File: src/logic/pmt_consts.svh
// Purpose: Shared constants of the bus port: commands, timing, idle values.
// Assumes: Included by its bare name from the design files.
// Notes:   Idle values match the field layout of the package structs.
`ifndef PMT_CONSTS_SVH
`define PMT_CONSTS_SVH

// Bus command codes
`define PMT_CMD_MEM_RD  4'h6
`define PMT_CMD_MEM_WR  4'h7
`define PMT_CMD_CFG_RD  4'hA
`define PMT_CMD_CFG_WR  4'hB

// Bus clocks an initiator waits in data phase for a claim
`define PMT_DEVSEL_WAIT 3'h4

// Reset and idle values; index of configuration word zero
`define PMT_BUS_IDLE    42'h000000003DF
`define PMT_OE_OFF      8'hFF
`define PMT_CFG_REG0    0

`endif

File: src/logic/pmt_pkg.sv
// Purpose: Types of the bus port: pin groups, user request, FSM states.
// Assumes: Nothing beyond the header of constants.
// Notes:   Output enables are active low, one per pin group.
`default_nettype none
package pmt_pkg;

  typedef struct packed {
    logic [31:0] ad;
    logic [3:0]  cbe_n;
    logic        par;
    logic        frame_n;
    logic        irdy_n;
    logic        trdy_n;
    logic        devsel_n;
    logic        stop_n;
  } pmt_bus_s;

  typedef struct packed {
    logic ad_n;
    logic cbe_n;
    logic par_n;
    logic frame_n;
    logic irdy_n;
    logic trdy_n;
    logic devsel_n;
    logic stop_n;
  } pmt_oe_s;

  typedef struct packed {
    logic [31:0] addr;
    logic [31:0] data;
    logic [3:0]  be;
    logic        write;
  } pmt_mreq_s;

  typedef enum logic [4:0] {
    M_IDLE = 5'h01,
    M_REQ  = 5'h02,
    M_ADDR = 5'h04,
    M_DATA = 5'h08,
    M_LAST = 5'h10
  } pmt_mst_e;

  typedef enum logic [4:0] {
    T_IDLE  = 5'h01,
    T_CLAIM = 5'h02,
    T_DATA  = 5'h04,
    T_STOP  = 5'h08,
    T_END   = 5'h10
  } pmt_tgt_e;

endpackage
`default_nettype wire

File: src/logic/pmt_sync.sv
// Purpose: Two-stage synchroniser for a vector of pin inputs.
// Assumes: Bits are independent levels; no word coherence is needed.
// Notes:   Stage one feeds stage two only.
`timescale 1ns/1ps
`default_nettype none
module pmt_sync
  #(
    parameter int W = 1
  )
  (
    // System
    input  wire logic         clk_sys_i,
    input  wire logic         rst_i,
    // Data
    input  wire logic [W-1:0] d_i,
    output var  logic [W-1:0] q_o
  );

  logic [W-1:0] meta_reg;

  if (W < 1)
  begin : g_chk
    $error("pmt_sync: W must be at least 1");
  end

  always_ff @(posedge clk_sys_i or posedge rst_i)
    if (rst_i)
    begin
      meta_reg <= '0;
      q_o      <= '0;
    end
    else
    begin
      meta_reg <= d_i;
      q_o      <= meta_reg;
    end

endmodule
`default_nettype wire

File: src/logic/pmt_mem.sv
// Purpose: Small target memory with byte-lane writes and registered read.
// Assumes: One write and one read port on the system clock.
// Notes:   Array content is not reset; only the read register is.
`timescale 1ns/1ps
`default_nettype none
module pmt_mem
  #(
    parameter int AW = 4
  )
  (
    // System
    input  wire logic          clk_sys_i,
    input  wire logic          rst_i,
    // Write port
    input  wire logic          we_i,
    input  wire logic [AW-1:0] waddr_i,
    input  wire logic [31:0]   wdata_i,
    input  wire logic [3:0]    wbe_i,
    // Read port
    input  wire logic [AW-1:0] raddr_i,
    output var  logic [31:0]   rdata_o
  );

  logic [31:0] mem_reg [2**AW];

  if (AW < 1 || AW > 12)
  begin : g_chk
    $error("pmt_mem: AW out of range");
  end

  // One process owns the array; lanes are a loop inside it
  always_ff @(posedge clk_sys_i)
    if (we_i)
      for (int b = 0; b < 4; b++)
        if (wbe_i[b])
          mem_reg[waddr_i][8*b +: 8] <= wdata_i[8*b +: 8];

  always_ff @(posedge clk_sys_i or posedge rst_i)
    if (rst_i)
      rdata_o <= 32'h0000_0000;
    else
      rdata_o <= mem_reg[raddr_i];

endmodule
`default_nettype wire

File: src/logic/pmt_port.sv
// Purpose: Initiator and target port on a 32-bit multiplexed bus.
// Assumes: Bus clock pin is oversampled; it runs far below clk_sys_i.
// Notes:   Pins pass two flops plus one more so that each phase is
//          judged on values from just before the bus clock edge.
// Function
// - initiator drives address first, then data
// - target answers only its decoded range
// - command in address phase, byte enables after
// - little endian: enable zero covers bits 7-0
// - big endian: enable three covers byte 0
// - phases start on bus clock rising edge
// - initiator needs a target claim to continue
// - target claims only after framed address
// - initiator frames and releases before last phase
// - target decodes only framed transactions
// - initiator starts only while granted
// - configuration access needs select line asserted
// - interrupt line low while condition pending
// - initiator ready when it can complete
// - word moves when both ready lines low
// - target reads initiator ready as data valid
// - parity makes ones count even
// - parity driven by owner of data
// - request line low while needing the bus
// - target ready low when able to complete
// - stop request ends the transaction
// - reset floats all outputs and clears state
`timescale 1ns/1ps
`default_nettype none
`include "pmt_consts.svh"
module pmt_port
  #(
    parameter logic [31:0] BAR_BASE = 32'h1000_0000,
    parameter int          MEM_AW   = 4,
    parameter int          IW       = 8,
    // Arbitrary value, returned at configuration word zero
    parameter logic [31:0] CFG_ID   = 32'h0000_0001
  )
  (
    // System
    input  wire logic              clk_sys_i,
    input  wire logic              rst_i,
    // Bus pins
    input  wire logic              bus_clk_i,
    input  wire pmt_pkg::pmt_bus_s bus_i,
    output var  pmt_pkg::pmt_bus_s bus_o,
    output var  pmt_pkg::pmt_oe_s  bus_oe_o,
    input  wire logic              gnt_n_i,
    input  wire logic              idsel_i,
    output var  logic              req_n_o,
    output var  logic              req_oe_n_o,
    output var  logic              inta_n_o,
    output var  logic              inta_oe_n_o,
    // Initiator user side
    input  wire logic              mst_valid_i,
    input  wire pmt_pkg::pmt_mreq_s mst_req_i,
    input  wire logic              big_endian_i,
    output var  logic              mst_done_o,
    output var  logic              mst_err_o,
    output var  logic [31:0]       mst_rdata_o,
    // Interrupt sources
    input  wire logic [IW-1:0]     int_status_i,
    input  wire logic [IW-1:0]     int_mask_i,
    input  wire logic              int_enable_i
  );

  import pmt_pkg::*;

  localparam int SW = 44;

  if (MEM_AW < 1 || MEM_AW > 12 || IW < 1)
  begin : g_chk
    $error("pmt_port: MEM_AW or IW out of range");
  end

  // Pin sampling
  logic [SW-1:0] pin_raw;
  logic [SW-1:0] pin_sync;
  logic [SW-1:0] pin_d_reg;
  logic          rise_d_reg;
  logic          par_cap_reg;
  logic          frame_last_reg;

  assign pin_raw = {bus_clk_i, gnt_n_i, idsel_i, bus_i.ad, bus_i.cbe_n,
                    bus_i.frame_n, bus_i.irdy_n, bus_i.trdy_n,
                    bus_i.devsel_n, bus_i.stop_n};

  pmt_sync #(.W(SW)) u_sync
  (
    .clk_sys_i (clk_sys_i),
    .rst_i     (rst_i),
    .d_i       (pin_raw),
    .q_o       (pin_sync)
  );

  wire        rise       = pin_sync[43] & ~pin_d_reg[43];
  wire        s_gnt_n    = pin_d_reg[42];
  wire        s_idsel    = pin_d_reg[41];
  wire [31:0] s_ad       = pin_d_reg[40:9];
  wire [3:0]  s_cbe_n    = pin_d_reg[8:5];
  wire        s_frame_n  = pin_d_reg[4];
  wire        s_irdy_n   = pin_d_reg[3];
  wire        s_trdy_n   = pin_d_reg[2];
  wire        s_devsel_n = pin_d_reg[1];
  wire        s_stop_n   = pin_d_reg[0];
  wire        xfer       = !s_irdy_n && !s_trdy_n;

  always_ff @(posedge clk_sys_i or posedge rst_i)
    if (rst_i)
    begin
      pin_d_reg      <= '0;
      rise_d_reg     <= 1'b0;
      par_cap_reg    <= 1'b0;
      frame_last_reg <= 1'b1;
    end
    else
    begin
      pin_d_reg  <= pin_sync;
      rise_d_reg <= rise;
      if (rise)
      begin
        par_cap_reg    <= ^{s_ad, s_cbe_n};
        frame_last_reg <= s_frame_n;
      end
    end

  // Lane order for the user side
  function automatic logic [31:0] lanes(input logic [31:0] w,
                                        input logic        big);
    lanes = big ? {w[7:0], w[15:8], w[23:16], w[31:24]} : w;
  endfunction

  // Initiator
  pmt_mst_e   m_state_reg;
  pmt_mst_e   m_state_next;
  pmt_tgt_e   t_state_reg;
  pmt_tgt_e   t_state_next;
  logic [2:0] m_wait_reg;
  logic       done_reg;
  logic       err_reg;
  logic [31:0] rdata_reg;

  wire       m_ok    = xfer && !s_devsel_n;
  wire       m_abort = s_devsel_n && m_wait_reg == `PMT_DEVSEL_WAIT;
  wire       m_end   = m_state_reg == M_DATA && m_state_next == M_LAST;
  wire       m_busy  = m_state_reg != M_IDLE && m_state_reg != M_REQ;
  wire       bus_idle = s_frame_n && s_irdy_n;
  wire [3:0] be_bus  = big_endian_i ? {mst_req_i.be[0], mst_req_i.be[1],
                       mst_req_i.be[2], mst_req_i.be[3]}
                       : mst_req_i.be;

  always_comb
  begin
    m_state_next = m_state_reg;
    case (m_state_reg)
      M_IDLE:
        if (mst_valid_i)
          m_state_next = M_REQ;
      M_REQ:
        if (!s_gnt_n && bus_idle && t_state_reg == T_IDLE)
          m_state_next = M_ADDR;
      M_ADDR:
        m_state_next = M_DATA;
      M_DATA:
        if (m_ok || !s_stop_n || m_abort)
          m_state_next = M_LAST;
      M_LAST:
        m_state_next = M_IDLE;
      default:
        m_state_next = M_IDLE;
    endcase
  end

  always_ff @(posedge clk_sys_i or posedge rst_i)
    if (rst_i)
    begin
      m_state_reg <= M_IDLE;
      m_wait_reg  <= 3'h0;
      done_reg    <= 1'b0;
      err_reg     <= 1'b0;
      rdata_reg   <= 32'h0000_0000;
    end
    else
    begin
      done_reg <= rise && m_end;
      err_reg  <= rise && m_end && !m_ok;
      if (rise)
      begin
        m_state_reg <= m_state_next;
        m_wait_reg  <= (m_state_reg == M_DATA) ? m_wait_reg + 3'h1 : 3'h0;
        if (m_end && m_ok && !mst_req_i.write)
          rdata_reg <= lanes(s_ad, big_endian_i);
      end
    end

  pmt_bus_s m_drv;
  pmt_oe_s  m_oe;

  always_comb
  begin
    m_drv = `PMT_BUS_IDLE;
    m_oe  = `PMT_OE_OFF;
    case (m_state_reg)
      M_ADDR:
      begin
        m_drv.frame_n = 1'b0;
        m_drv.ad      = {mst_req_i.addr[31:2], 2'b00};
        m_drv.cbe_n   = mst_req_i.write ? `PMT_CMD_MEM_WR
                                        : `PMT_CMD_MEM_RD;
        m_oe.frame_n  = 1'b0;
        m_oe.irdy_n   = 1'b0;
        m_oe.ad_n     = 1'b0;
        m_oe.cbe_n    = 1'b0;
      end
      M_DATA:
      begin
        // Single data phase: frame already released here
        m_drv.irdy_n  = 1'b0;
        m_drv.cbe_n   = ~be_bus;
        m_drv.ad      = lanes(mst_req_i.data, big_endian_i);
        m_oe.frame_n  = 1'b0;
        m_oe.irdy_n   = 1'b0;
        m_oe.cbe_n    = 1'b0;
        m_oe.ad_n     = !mst_req_i.write;
      end
      M_LAST:
        m_oe.irdy_n   = 1'b0;
      default:
        m_oe.stop_n   = 1'b1;
    endcase
  end

  // Target
  logic [MEM_AW-1:0] t_addr_reg;
  logic [MEM_AW-1:0] t_addr_next;
  logic              t_read_reg;
  logic              t_cfg_reg;
  logic [31:0]       mem_rdata;

  wire t_addr_phase = !s_frame_n && frame_last_reg;
  wire t_mem_cmd    = s_cbe_n == `PMT_CMD_MEM_RD || s_cbe_n == `PMT_CMD_MEM_WR;
  wire t_cfg_cmd    = s_cbe_n == `PMT_CMD_CFG_RD || s_cbe_n == `PMT_CMD_CFG_WR;
  wire t_in_range   = s_ad[31:MEM_AW+2] == BAR_BASE[31:MEM_AW+2];
  wire t_hit        = t_addr_phase && !m_busy
                      && ((t_mem_cmd && t_in_range)
                          || (t_cfg_cmd && s_idsel));
  wire t_xfer       = t_state_reg == T_DATA && xfer;
  wire t_last_word  = t_addr_reg == {MEM_AW{1'b1}};
  wire t_wr         = t_xfer && !t_read_reg && !t_cfg_reg;
  wire [31:0] t_rdata = !t_cfg_reg ? mem_rdata
                      : (t_addr_reg == `PMT_CFG_REG0) ? CFG_ID
                      : 32'h0000_0000;

  always_comb
  begin
    t_state_next = t_state_reg;
    case (t_state_reg)
      T_IDLE:
        if (rise && t_hit)
          t_state_next = T_CLAIM;
      T_CLAIM:
        t_state_next = T_DATA;
      T_DATA:
        if (s_frame_n && (xfer || s_irdy_n))
          t_state_next = T_END;
        else if (t_xfer && t_last_word)
          t_state_next = T_STOP;
      T_STOP:
        if (s_frame_n)
          t_state_next = T_END;
      T_END:
        t_state_next = T_IDLE;
      default:
        t_state_next = T_IDLE;
    endcase
  end

  always_comb
  begin
    t_addr_next = t_addr_reg;
    if (rise && t_state_reg == T_IDLE && t_hit)
      t_addr_next = s_ad[MEM_AW+1:2];
    else if (rise && t_xfer)
      t_addr_next = t_addr_reg + 1'b1;
  end

  always_ff @(posedge clk_sys_i or posedge rst_i)
    if (rst_i)
    begin
      t_state_reg <= T_IDLE;
      t_addr_reg  <= '0;
      t_read_reg  <= 1'b0;
      t_cfg_reg   <= 1'b0;
    end
    else
    begin
      t_addr_reg <= t_addr_next;
      if (rise)
        t_state_reg <= t_state_next;
      if (rise && t_state_reg == T_IDLE && t_hit)
      begin
        t_read_reg <= !s_cbe_n[0];
        t_cfg_reg  <= t_cfg_cmd;
      end
    end

  // Read port looks ahead so data is ready for the next phase
  pmt_mem #(.AW(MEM_AW)) u_mem
  (
    .clk_sys_i (clk_sys_i),
    .rst_i     (rst_i),
    .we_i      (rise && t_wr),
    .waddr_i   (t_addr_reg),
    .wdata_i   (s_ad),
    .wbe_i     (~s_cbe_n),
    .raddr_i   (t_addr_next),
    .rdata_o   (mem_rdata)
  );

  pmt_bus_s t_drv;
  pmt_oe_s  t_oe;

  always_comb
  begin
    t_drv = `PMT_BUS_IDLE;
    t_oe  = `PMT_OE_OFF;
    if (t_state_reg != T_IDLE)
    begin
      t_oe.devsel_n = 1'b0;
      t_oe.trdy_n   = 1'b0;
      t_oe.stop_n   = 1'b0;
    end
    case (t_state_reg)
      T_CLAIM:
        t_drv.devsel_n = 1'b0;
      T_DATA:
      begin
        t_drv.devsel_n = 1'b0;
        t_drv.trdy_n   = 1'b0;
        t_drv.ad       = t_rdata;
        t_oe.ad_n      = !t_read_reg;
      end
      T_STOP:
      begin
        t_drv.devsel_n = 1'b0;
        t_drv.stop_n   = 1'b0;
      end
      default:
        t_drv.par = 1'b0;
    endcase
  end

  // Output stage: bus pins, enables and request loaded one system cycle after each detected bus clock rise; interrupt every cycle
  pmt_bus_s bus_reg;
  pmt_bus_s drv_next;
  pmt_oe_s  oe_reg;
  pmt_oe_s  oe_next;
  logic     req_reg;
  logic     req_oe_reg;
  logic     inta_reg;

  wire m_own = m_oe != `PMT_OE_OFF;

  always_comb
  begin
    drv_next       = m_own ? m_drv : t_drv;
    drv_next.par   = par_cap_reg;
    oe_next        = m_oe & t_oe;
    // Parity goes out where our own AD went out one phase before
    oe_next.par_n  = oe_reg.ad_n;
  end

  always_ff @(posedge clk_sys_i or posedge rst_i)
    if (rst_i)
    begin
      bus_reg    <= `PMT_BUS_IDLE;
      oe_reg     <= `PMT_OE_OFF;
      req_reg    <= 1'b1;
      req_oe_reg <= 1'b1;
      inta_reg   <= 1'b1;
    end
    else
    begin
      inta_reg   <= !(int_enable_i && |(int_status_i & int_mask_i));
      req_oe_reg <= 1'b0;
      if (rise_d_reg)
      begin
        bus_reg <= drv_next;
        oe_reg  <= oe_next;
        req_reg <= m_state_reg != M_REQ;
      end
    end

  assign bus_o       = bus_reg;
  assign bus_oe_o    = oe_reg;
  assign req_n_o     = req_reg;
  assign req_oe_n_o  = req_oe_reg;
  assign inta_n_o    = inta_reg;
  assign inta_oe_n_o = inta_reg;
  assign mst_done_o  = done_reg;
  assign mst_err_o   = err_reg;
  assign mst_rdata_o = rdata_reg;
endmodule
`default_nettype wire

File: config.mk
export PLATFORM = sky130hd
export DESIGN_NAME = pmt_port
export DESIGN_NICKNAME = d
export VERILOG_FILES = /design/src/logic/pmt_pkg.sv /design/src/logic/pmt_sync.sv /design/src/logic/pmt_mem.sv /design/src/logic/pmt_port.sv
export VERILOG_INCLUDE_DIRS = /design/src /design/src/logic
export SDC_FILE = /design/constraint.sdc
export NUM_CORES = 1
export LEC_CHECK = 0
export ABC_AREA = 0
export BUFFER_PORTS_ARGS = -buffer_cell sky130_fd_sc_hd__buf_2
export CORE_AREA = 2 2 234 236
export CTS_CLUSTER_SIZE = 30
export DETAILED_ROUTE_END_ITERATION = 8
export DIE_AREA = 0 0 236 238
export PLACE_DENSITY = 0.74
export SETUP_SLACK_MARGIN = 0.4
export SYNTH_ARGS = -nofsm -noshare
export SYNTH_HDL_FRONTEND = slang
export SYNTH_SLANG_ARGS = --single-unit
File: constraint.sdc
create_clock -name clk_sys_i -period 15.25 [get_ports clk_sys_i]
set_input_delay 1.525 -clock clk_sys_i [delete_from_list [all_inputs] [get_ports clk_sys_i]]
set_output_delay 1.525 -clock clk_sys_i [all_outputs]
set_load 0.02 [all_outputs]
### Word level (Yosys, flattened, before mapping)

Memory sizes are Yosys's and may differ from the RTL's. A register that Yosys moved wholly into a read port is not among the register bits.
Index checks and enable logic that the tools add are counted.

| storage, ports and cells | value |
|---|---|
| bits in registers | 241 |
| memory bits (writable) | 512 |
| input port bits | 135 |
| output and inout bits | 88 |
| word-level logic and storage cells | 165 |
| memories kept | 1 |

| operators by class | value |
|---|---|
| $add $sub $neg | 2 |
| equal/unequal tests | 24 |
| muxes and demuxes | 43 |
| bitwise logic cells | 6 |
| reduce and logical (&&, ||, !) cells | 55 |

Memory list:

| name | words | width | read ports | clocked after Yosys merged registers in | wr ports | RTL line | RTL |
|---|---|---|---|---|---|---|---|
| u_mem.mem_reg | 16 | 32 | 1 | 1 | 1 | pmt_mem.sv:24 | `logic [31:0] mem_reg [2**AW];` |

Operators by type and width:

| cell | number |
|---|---|
| two-way mux 32 bit | 4 |
| case mux 36 bit (2 select lines) | 1 |
| two-way mux 42 bit | 1 |
| case mux 5 bit (4 select lines) | 2 |
| parity 36 bit | 1 |
| two-way mux 5 bit | 7 |
| logical AND 1 bit | 28 |
| == test 26 x 23 -> 1 bit (second input constant) | 1 |
| two-way mux 1 bit | 22 |
| bitwise AND 8 bit | 2 |
| zero test 1 bit | 13 |
| == test 4 bit (second input constant) | 3 |
| two-way mux 4 bit | 3 |
| == test 5 x 1 -> 1 bit (second input constant) | 2 |
| == test 5 x 2 -> 1 bit (second input constant) | 2 |
| == test 5 x 3 -> 1 bit (second input constant) | 2 |
| == test 5 x 4 -> 1 bit (second input constant) | 2 |
| == test 5 bit (second input constant) | 2 |
| != test 5 x 1 -> 1 bit (second input constant) | 2 |
| == test 4 x 3 -> 1 bit (second input constant) | 2 |
| NOT 4 bit | 2 |
| OR reduction 8 bit | 1 |
| logical OR 1 bit | 6 |
| two-way mux 3 bit | 2 |
| 15 further kinds | 17 |

### Logic depth before layout (Yosys ltp)

| depth | value |
|---|---|
| word-level depth | 12 |
| depth in mapped cells | 13 |
| depth with buffers taken out | 11 |

### Hierarchy

Synthesis repeated with hierarchy kept, for this count alone.

| unflattened totals | value |
|---|---|
| cell total of the unflattened synthesis | 1,656 |
| area total of the unflattened synthesis | 29,617.2 sq um |

Modules (own cells, without submodules):

| module | times used | cells an instance | area an instance (sq um) | sequential area each (sq um) |
|---|---|---|---|---|
| pmt_mem | 1 | 910 | 20,263.2 | 16,175.5 |
| pmt_port | 1 | 657 | 7,148.1 | 3,778.6 |
| pmt_sync | 1 | 89 | 2,205.9 | 2,202.1 |

### Worst setup path after synthesis

OpenSTA, ideal clock, no wires.

| path | value |
|---|---|
| kind | register to register |
| start | register pin_d_reg[27] |
| end | register u_mem.rdata_o[11], read port of u_mem.mem_reg |
| library setup time | 0.124 ns |
| data arrival time | 3.251 ns |
| required time | 15.126 ns |
| path slack | 11.876 ns |
| stages on the path, launching flop included | 13 |
| path buffers | 2 |
| clock period less this slack | 3.374 ns |
| cell sequence | dfrtp_1 > inv_1 > ha_1 > nand4_1 > o41ai_1 > nand4_4 > mux2i_1 > buf_4 > buf_4 > mux2_2 > o221ai_1 > o221ai_1 > a211o_1 |

| on the way | value |
|---|---|
| word-level cells in the longest chain between the ends | 6 |

Ends and longest elaborated chain:

| element | RTL line | RTL |
|---|---|---|
| start: declaration | pmt_port.sv:79 | `logic [SW-1:0] pin_d_reg;` |
| start signal: assignment | pmt_port.sv:118 | `pin_d_reg <= pin_sync;` |
| == test 26 x 23 -> 1 bit | pmt_port.sv:243 | `wire t_in_range = s_ad[31:MEM_AW+2] == BAR_BASE[31:MEM_AW+2];` |
| logical AND 1 bit | pmt_port.sv:245 | `&& ((t_mem_cmd && t_in_range)` |
| logical OR 1 bit | pmt_port.sv:246 | `\|\| (t_cfg_cmd && s_idsel));` |
| logical AND 1 bit | pmt_port.sv:245 |  |
| logical AND 1 bit | pmt_port.sv:281 | `if (rise && t_state_reg == T_IDLE && t_hit)` |
| two-way mux 4 bit | pmt_port.sv:281 |  |
| end: declaration | pmt_mem.sv:21 | `output var logic [31:0] rdata_o` |

Every way passes these cells.
A chain may end at the register's enable or synchronous reset.

### Worst setup path in the final report

| path | value |
|---|---|
| start | register pin_d_reg[18] |
| end | register u_mem.rdata_o[21], read port of u_mem.mem_reg |

Same word-level chain as after synthesis.

==> results_tabular.tex <==
\begin{tabular}{lr}
\hline
Metric & Value \\
\hline
\multicolumn{2}{l}{\textbf{Floorplan}} \\
Overall die area & 0.0562 mm2 \\
Die boundary width & 236 um \\
\# IOs & 223 \\
Area of the core region & 0.0535 mm2 \\
Die span in y & 238 um \\
Number of core rows & 85 \\
Initial Utilization & 0.567 \\
\multicolumn{2}{l}{\textbf{GRT}} \\
First-pass GRT wire length & 107000 um \\
Largest net degree at the start of global routing & 122 \\
Via count of the first global-routing pass & 18322 \\
GRT overflow & 0 \\
Total global routing track utilization & 0.253 \\
Number of antenna violations at the first check in global routing & 2 \\
\multicolumn{2}{l}{\textbf{Run}} \\
Max capacitance violation total & 0 \\
\multicolumn{2}{l}{\textbf{Final layout}} \\
Fraction of final layout cells sized beyond drive strength 1 & 0.226 \\
Layout net count & 2380 \\
Design Area, Final & 0.0345 mm2 \\
Number of flip-flops under the largest register name & 512 \\
P\&R area growth vs syn & 13.8\% \\
Count of antenna diodes in the layout & 0 \\
Post-layout util & 0.646 \\
Number of filler cells placed in the layout & 3703 \\
Post-route non-filler standard cell count & 2982 \\
\multicolumn{2}{l}{\textbf{STA}} \\
Worst slew pin tran & 1270 ps \\
Final setup margin & 8720 ps \\
Final setup skew & 19.7 ps \\
Number of endpoints failing setup at the final stage & 0 \\
Final Slew Violations & 0 \\
Final Cycle Share & 0.428 \\
Worst slew margin & 0.154 \\
Setup repair after global routing missed its margin & false \\
Sum of negative setup slack & 0 ps \\
Number of endpoints with negative hold slack in the final report & 0 \\
Achievable frequency & 153 MHz \\
Final critical delay including setup and external delays & 6530 ps \\
\multicolumn{2}{l}{\textbf{Status}} \\
Outcome & completed \\
\multicolumn{2}{l}{\textbf{Drt}} \\
Total via count in the routed design & 18020 \\
Drt first-iter violations & 1893 \\
Average wire per standard cell & 23.5 um \\
Number of detailed-routing iterations run before antenna repair & 8 \\
Final wirelength & 70100 um \\
Number of remaining DRC errors & 0 \\
Number of nets still failing antenna checks after routing & 0 \\
Number of vias per cell after detailed routing & 6.04 \\
\multicolumn{2}{l}{\textbf{Critical path}} \\
Arrival time at the worst endpoint & 6980 ps \\
CP Cell Sequence & inv\_1 -> ha\_1 -> nand4\_1 -> o41ai\_2 -> nand4\_4 -> mux2i\_4 -> buf\_4 -> buf\_4 -> inv\_2 -> buf\_4 -> a21oi\_1 -> a211oi\_1 -> a211o\_1 \\
Kind of start point of the critical path & flip-flop \\
Delay-heaviest family, CP & buffers and inverters \\
Critical Path End Type & flip-flop \\
Most numerous cell on the critical path & sky130\_fd\_sc\_hd\_\_buf\_4 \\
Library cell contributing the largest single delay on the critical path & sky130\_fd\_sc\_hd\_\_o41ai\_2 \\
Total buffers and inverters traversed by the critical path & 5 \\
Largest driver fanout on the critical path & 57 \\
CP required & 15700 ps \\
Crit Path Category & flip-flop to flip-flop \\
Stage delay of the slowest cell on the critical path & 870 ps \\
\multicolumn{2}{l}{\textbf{Logic synthesis}} \\
Fraction of the mapped netlist area in adder cells & 0.00948 \\
Post-synth top flop & sky130\_fd\_sc\_hd\_\_edfxtp\_1 \\
Multiplexer area fraction after synthesis & 0.0830 \\
Compound-cell area share of the yosys netlist & 0.0928 \\
Synthesized instance count & 2018 \\
Post-synthesis cell type count & 51 \\
Netlist area before placement & 0.0303 mm2 \\
Main combinational cell family by area after synthesis & compound AO/OA/AOI/OAI gates \\
Register area share after synthesis & 0.730 \\
Number of synthesized flops with an enable pin & 512 \\
Parity-gate share of the synthesized area counting xor and xnor cells & 0.00750 \\
Async set or reset register ratio after synthesis & 0.345 \\
Synthesis-stage register bit count & 782 \\
Simple-gate portion of the synthesized area & 0.0541 \\
Average cell area after synthesis & 15.0 um2 \\
Post-Synthesis Net Count & 2176 \\
Number of warnings printed during yosys synthesis & 0 \\
\multicolumn{2}{l}{\textbf{Clock tree}} \\
Max H-tree Level & 3 \\
Post-CTS setup buffer count & 0 \\
CTS tree & done \\
Clock latency on the worst-skew pair & 620 ps \\
Clock-pin slew on the worst setup and hold paths & 60 ps \\
Maximum count of clock buffers along a single path & 3 \\
Resized cells post-CTS & 0 \\
TritonCTS Buffers & 77 \\
Clock root buffer & sky130\_fd\_sc\_hd\_\_clkbuf\_16 \\
CTS sink count & 782 \\
Hold buffers post-CTS & 0 \\
\multicolumn{2}{l}{\textbf{Placement}} \\
PortBufs & 219 \\
Total half-perimeter wirelength after legalization and detailed placement & 43200 um \\
Worst slack at placement & 8870 ps \\
Last weighted congestion value of the routability-driven placer & 0.863 \\
Total placed instance area & 0.0321 mm2 \\
Placed cells & 2839 \\
\multicolumn{2}{l}{\textbf{Pwr}} \\
Part of the power in registers & 0.522 \\
Peak ir drop on the vdd network & 0.0000831 V \\
Internal Power & 0.00350 W \\
Pwr dens & 132 mW/mm2 \\
Net switching fraction of the power & 0.231 \\
Clock network power share & 0.400 \\
Power spent charging and discharging nets & 0.00105 W \\
Static power due to leakage & 12.9 nW \\
Comb pwr share & 0.078 \\
\multicolumn{2}{l}{\textbf{Hold path}} \\
Worst min-delay path category & flip-flop to flip-flop \\
\hline
\end{tabular}
-- kinds of logic (layout without fill, tap and decap cells) --
kind of cell               count (synthesis)  count (layout)
adders and majority gates                 23              23
buffers and inverters                    170             438
DFF                                      782             782
muxes                                    237             237
and+or+nand+nor                          376             376
other                                      1               1
xor gates and xnor gates                  26              26
AOI/OAI and AO/OA                        403             403
-- final timing paths --
| check | start | cells after the start | end | slack, ps |
|---|---|---|---|---|
| max reg2reg | pin_d_reg[18]$_DFF_PP0_ | 13 | u_mem.rdata_o[21]$_DFF_PP0_ | 8720 |
| max | pin_d_reg[18]$_DFF_PP0_ | 13 | u_mem.rdata_o[21]$_DFF_PP0_ | 8720 |
| min | u_sync.meta_reg[0]$_DFF_PP0_ | 0 | u_sync.q_o[0]$_DFF_PP0_ | 340 |
| max in group asynchronous | rst_i | 3 | bus_o[20]$_DFFE_PP0P_ | 12640 |
| min reg2reg | u_sync.meta_reg[0]$_DFF_PP0_ | 0 | u_sync.q_o[0]$_DFF_PP0_ | 340 |
| min in group asynchronous | rst_i | 2 | u_sync.meta_reg[12]$_DFF_PP0_ | 1070 |
-- final cells by class --
cell class,instances,area [um2],area share
clock inverters,27,168,0.00485
repair buffers,251,1340,0.0388
inverters,44,178,0.00514
clock buffers,116,2300,0.0665
well taps,696,871,0.0252
multi-input cells,1066,7530,0.218
flip-flops and latches,782,22200,0.641
-- worst register-to-register path: stages (launching register included) --
cell	delay, ps
sky130_fd_sc_hd__dfrtp_1	700
sky130_fd_sc_hd__inv_1	160
sky130_fd_sc_hd__ha_1	150
sky130_fd_sc_hd__nand4_1	110
sky130_fd_sc_hd__o41ai_2	870
sky130_fd_sc_hd__nand4_4	440
sky130_fd_sc_hd__mux2i_4	770
sky130_fd_sc_hd__buf_4	670
sky130_fd_sc_hd__buf_4	730
sky130_fd_sc_hd__inv_2	540
sky130_fd_sc_hd__buf_4	460
sky130_fd_sc_hd__a21oi_1	250
sky130_fd_sc_hd__a211oi_1	110
sky130_fd_sc_hd__a211o_1	400
-- power by group through the flow --
stage                     clock network, W  logic (W)  registers [W]
final                              0.00182   0.000355        0.00238
after global routing               0.00194   0.000383        0.00238
after CTS                          0.00185   0.000356        0.00238
after detailed placement                 0   0.000353        0.00242
after global placement                   0   0.000345        0.00241
after floorplan                          0   0.000206        0.00242
-- layout by cell type (no fill, tap or decap), types with 31 or more instances in the layout --
master and count:
sky130_fd_sc_hd__a211o_1 32, sky130_fd_sc_hd__a211oi_1 63, sky130_fd_sc_hd__a21o_1 31, sky130_fd_sc_hd__a21oi_1 109, sky130_fd_sc_hd__and3_1 34, sky130_fd_sc_hd__buf_2 218
sky130_fd_sc_hd__buf_4 33, sky130_fd_sc_hd__clkbuf_16 80, sky130_fd_sc_hd__dfrtp_1 249, sky130_fd_sc_hd__edfxtp_1 512, sky130_fd_sc_hd__inv_1 40, sky130_fd_sc_hd__mux2_2 106
sky130_fd_sc_hd__mux2i_1 128, sky130_fd_sc_hd__nand2_1 168, sky130_fd_sc_hd__nor2_1 120, sky130_fd_sc_hd__o21ai_0 53, sky130_fd_sc_hd__o221ai_1 62
-- layer usage --
layer / global-route usage / vias to the layer above / wire [um]
met1: 0.345 / 8964 / 28600
met3: 0.0462 / 151 / 5890
met2: 0.401 / 891 / 32800
li1: - / 8014 / -
met5: 0 / - / 0
met4: 0.115 / 0 / 2890
-- Yosys cell counts (all sizes together) (7+ instances only) --
library cell	count	area, um2
edfxtp	512	15400
dfrtp	250	6260
nand2	168	631
mux2i	130	1310
nor2	121	454
a21oi	110	554
mux2	107	1200
clkbuf	90	338
a211oi	63	473
o221ai	62	543
o21ai	53	265
inv	43	161
buf	36	191
and3	34	213
a211o	32	280
a21o	31	233
a222oi	30	300
ha	23	288
xnor2	22	193
dfstp	20	526
nand3	15	75.1
nand4	7	58.8
-- metrics by stage --
stage / hold WS, ps / power, W
4_1_cts: 344 / 0.00458
3_3_place_gp: 331 / 0.00276
6_report: 343 / 0.00455
3_5_place_dp: 335 / 0.00277
2_1_floorplan: 331 / 0.00263
5_1_grt: 349 / 0.00471
(Power assumes the default switching activity.)
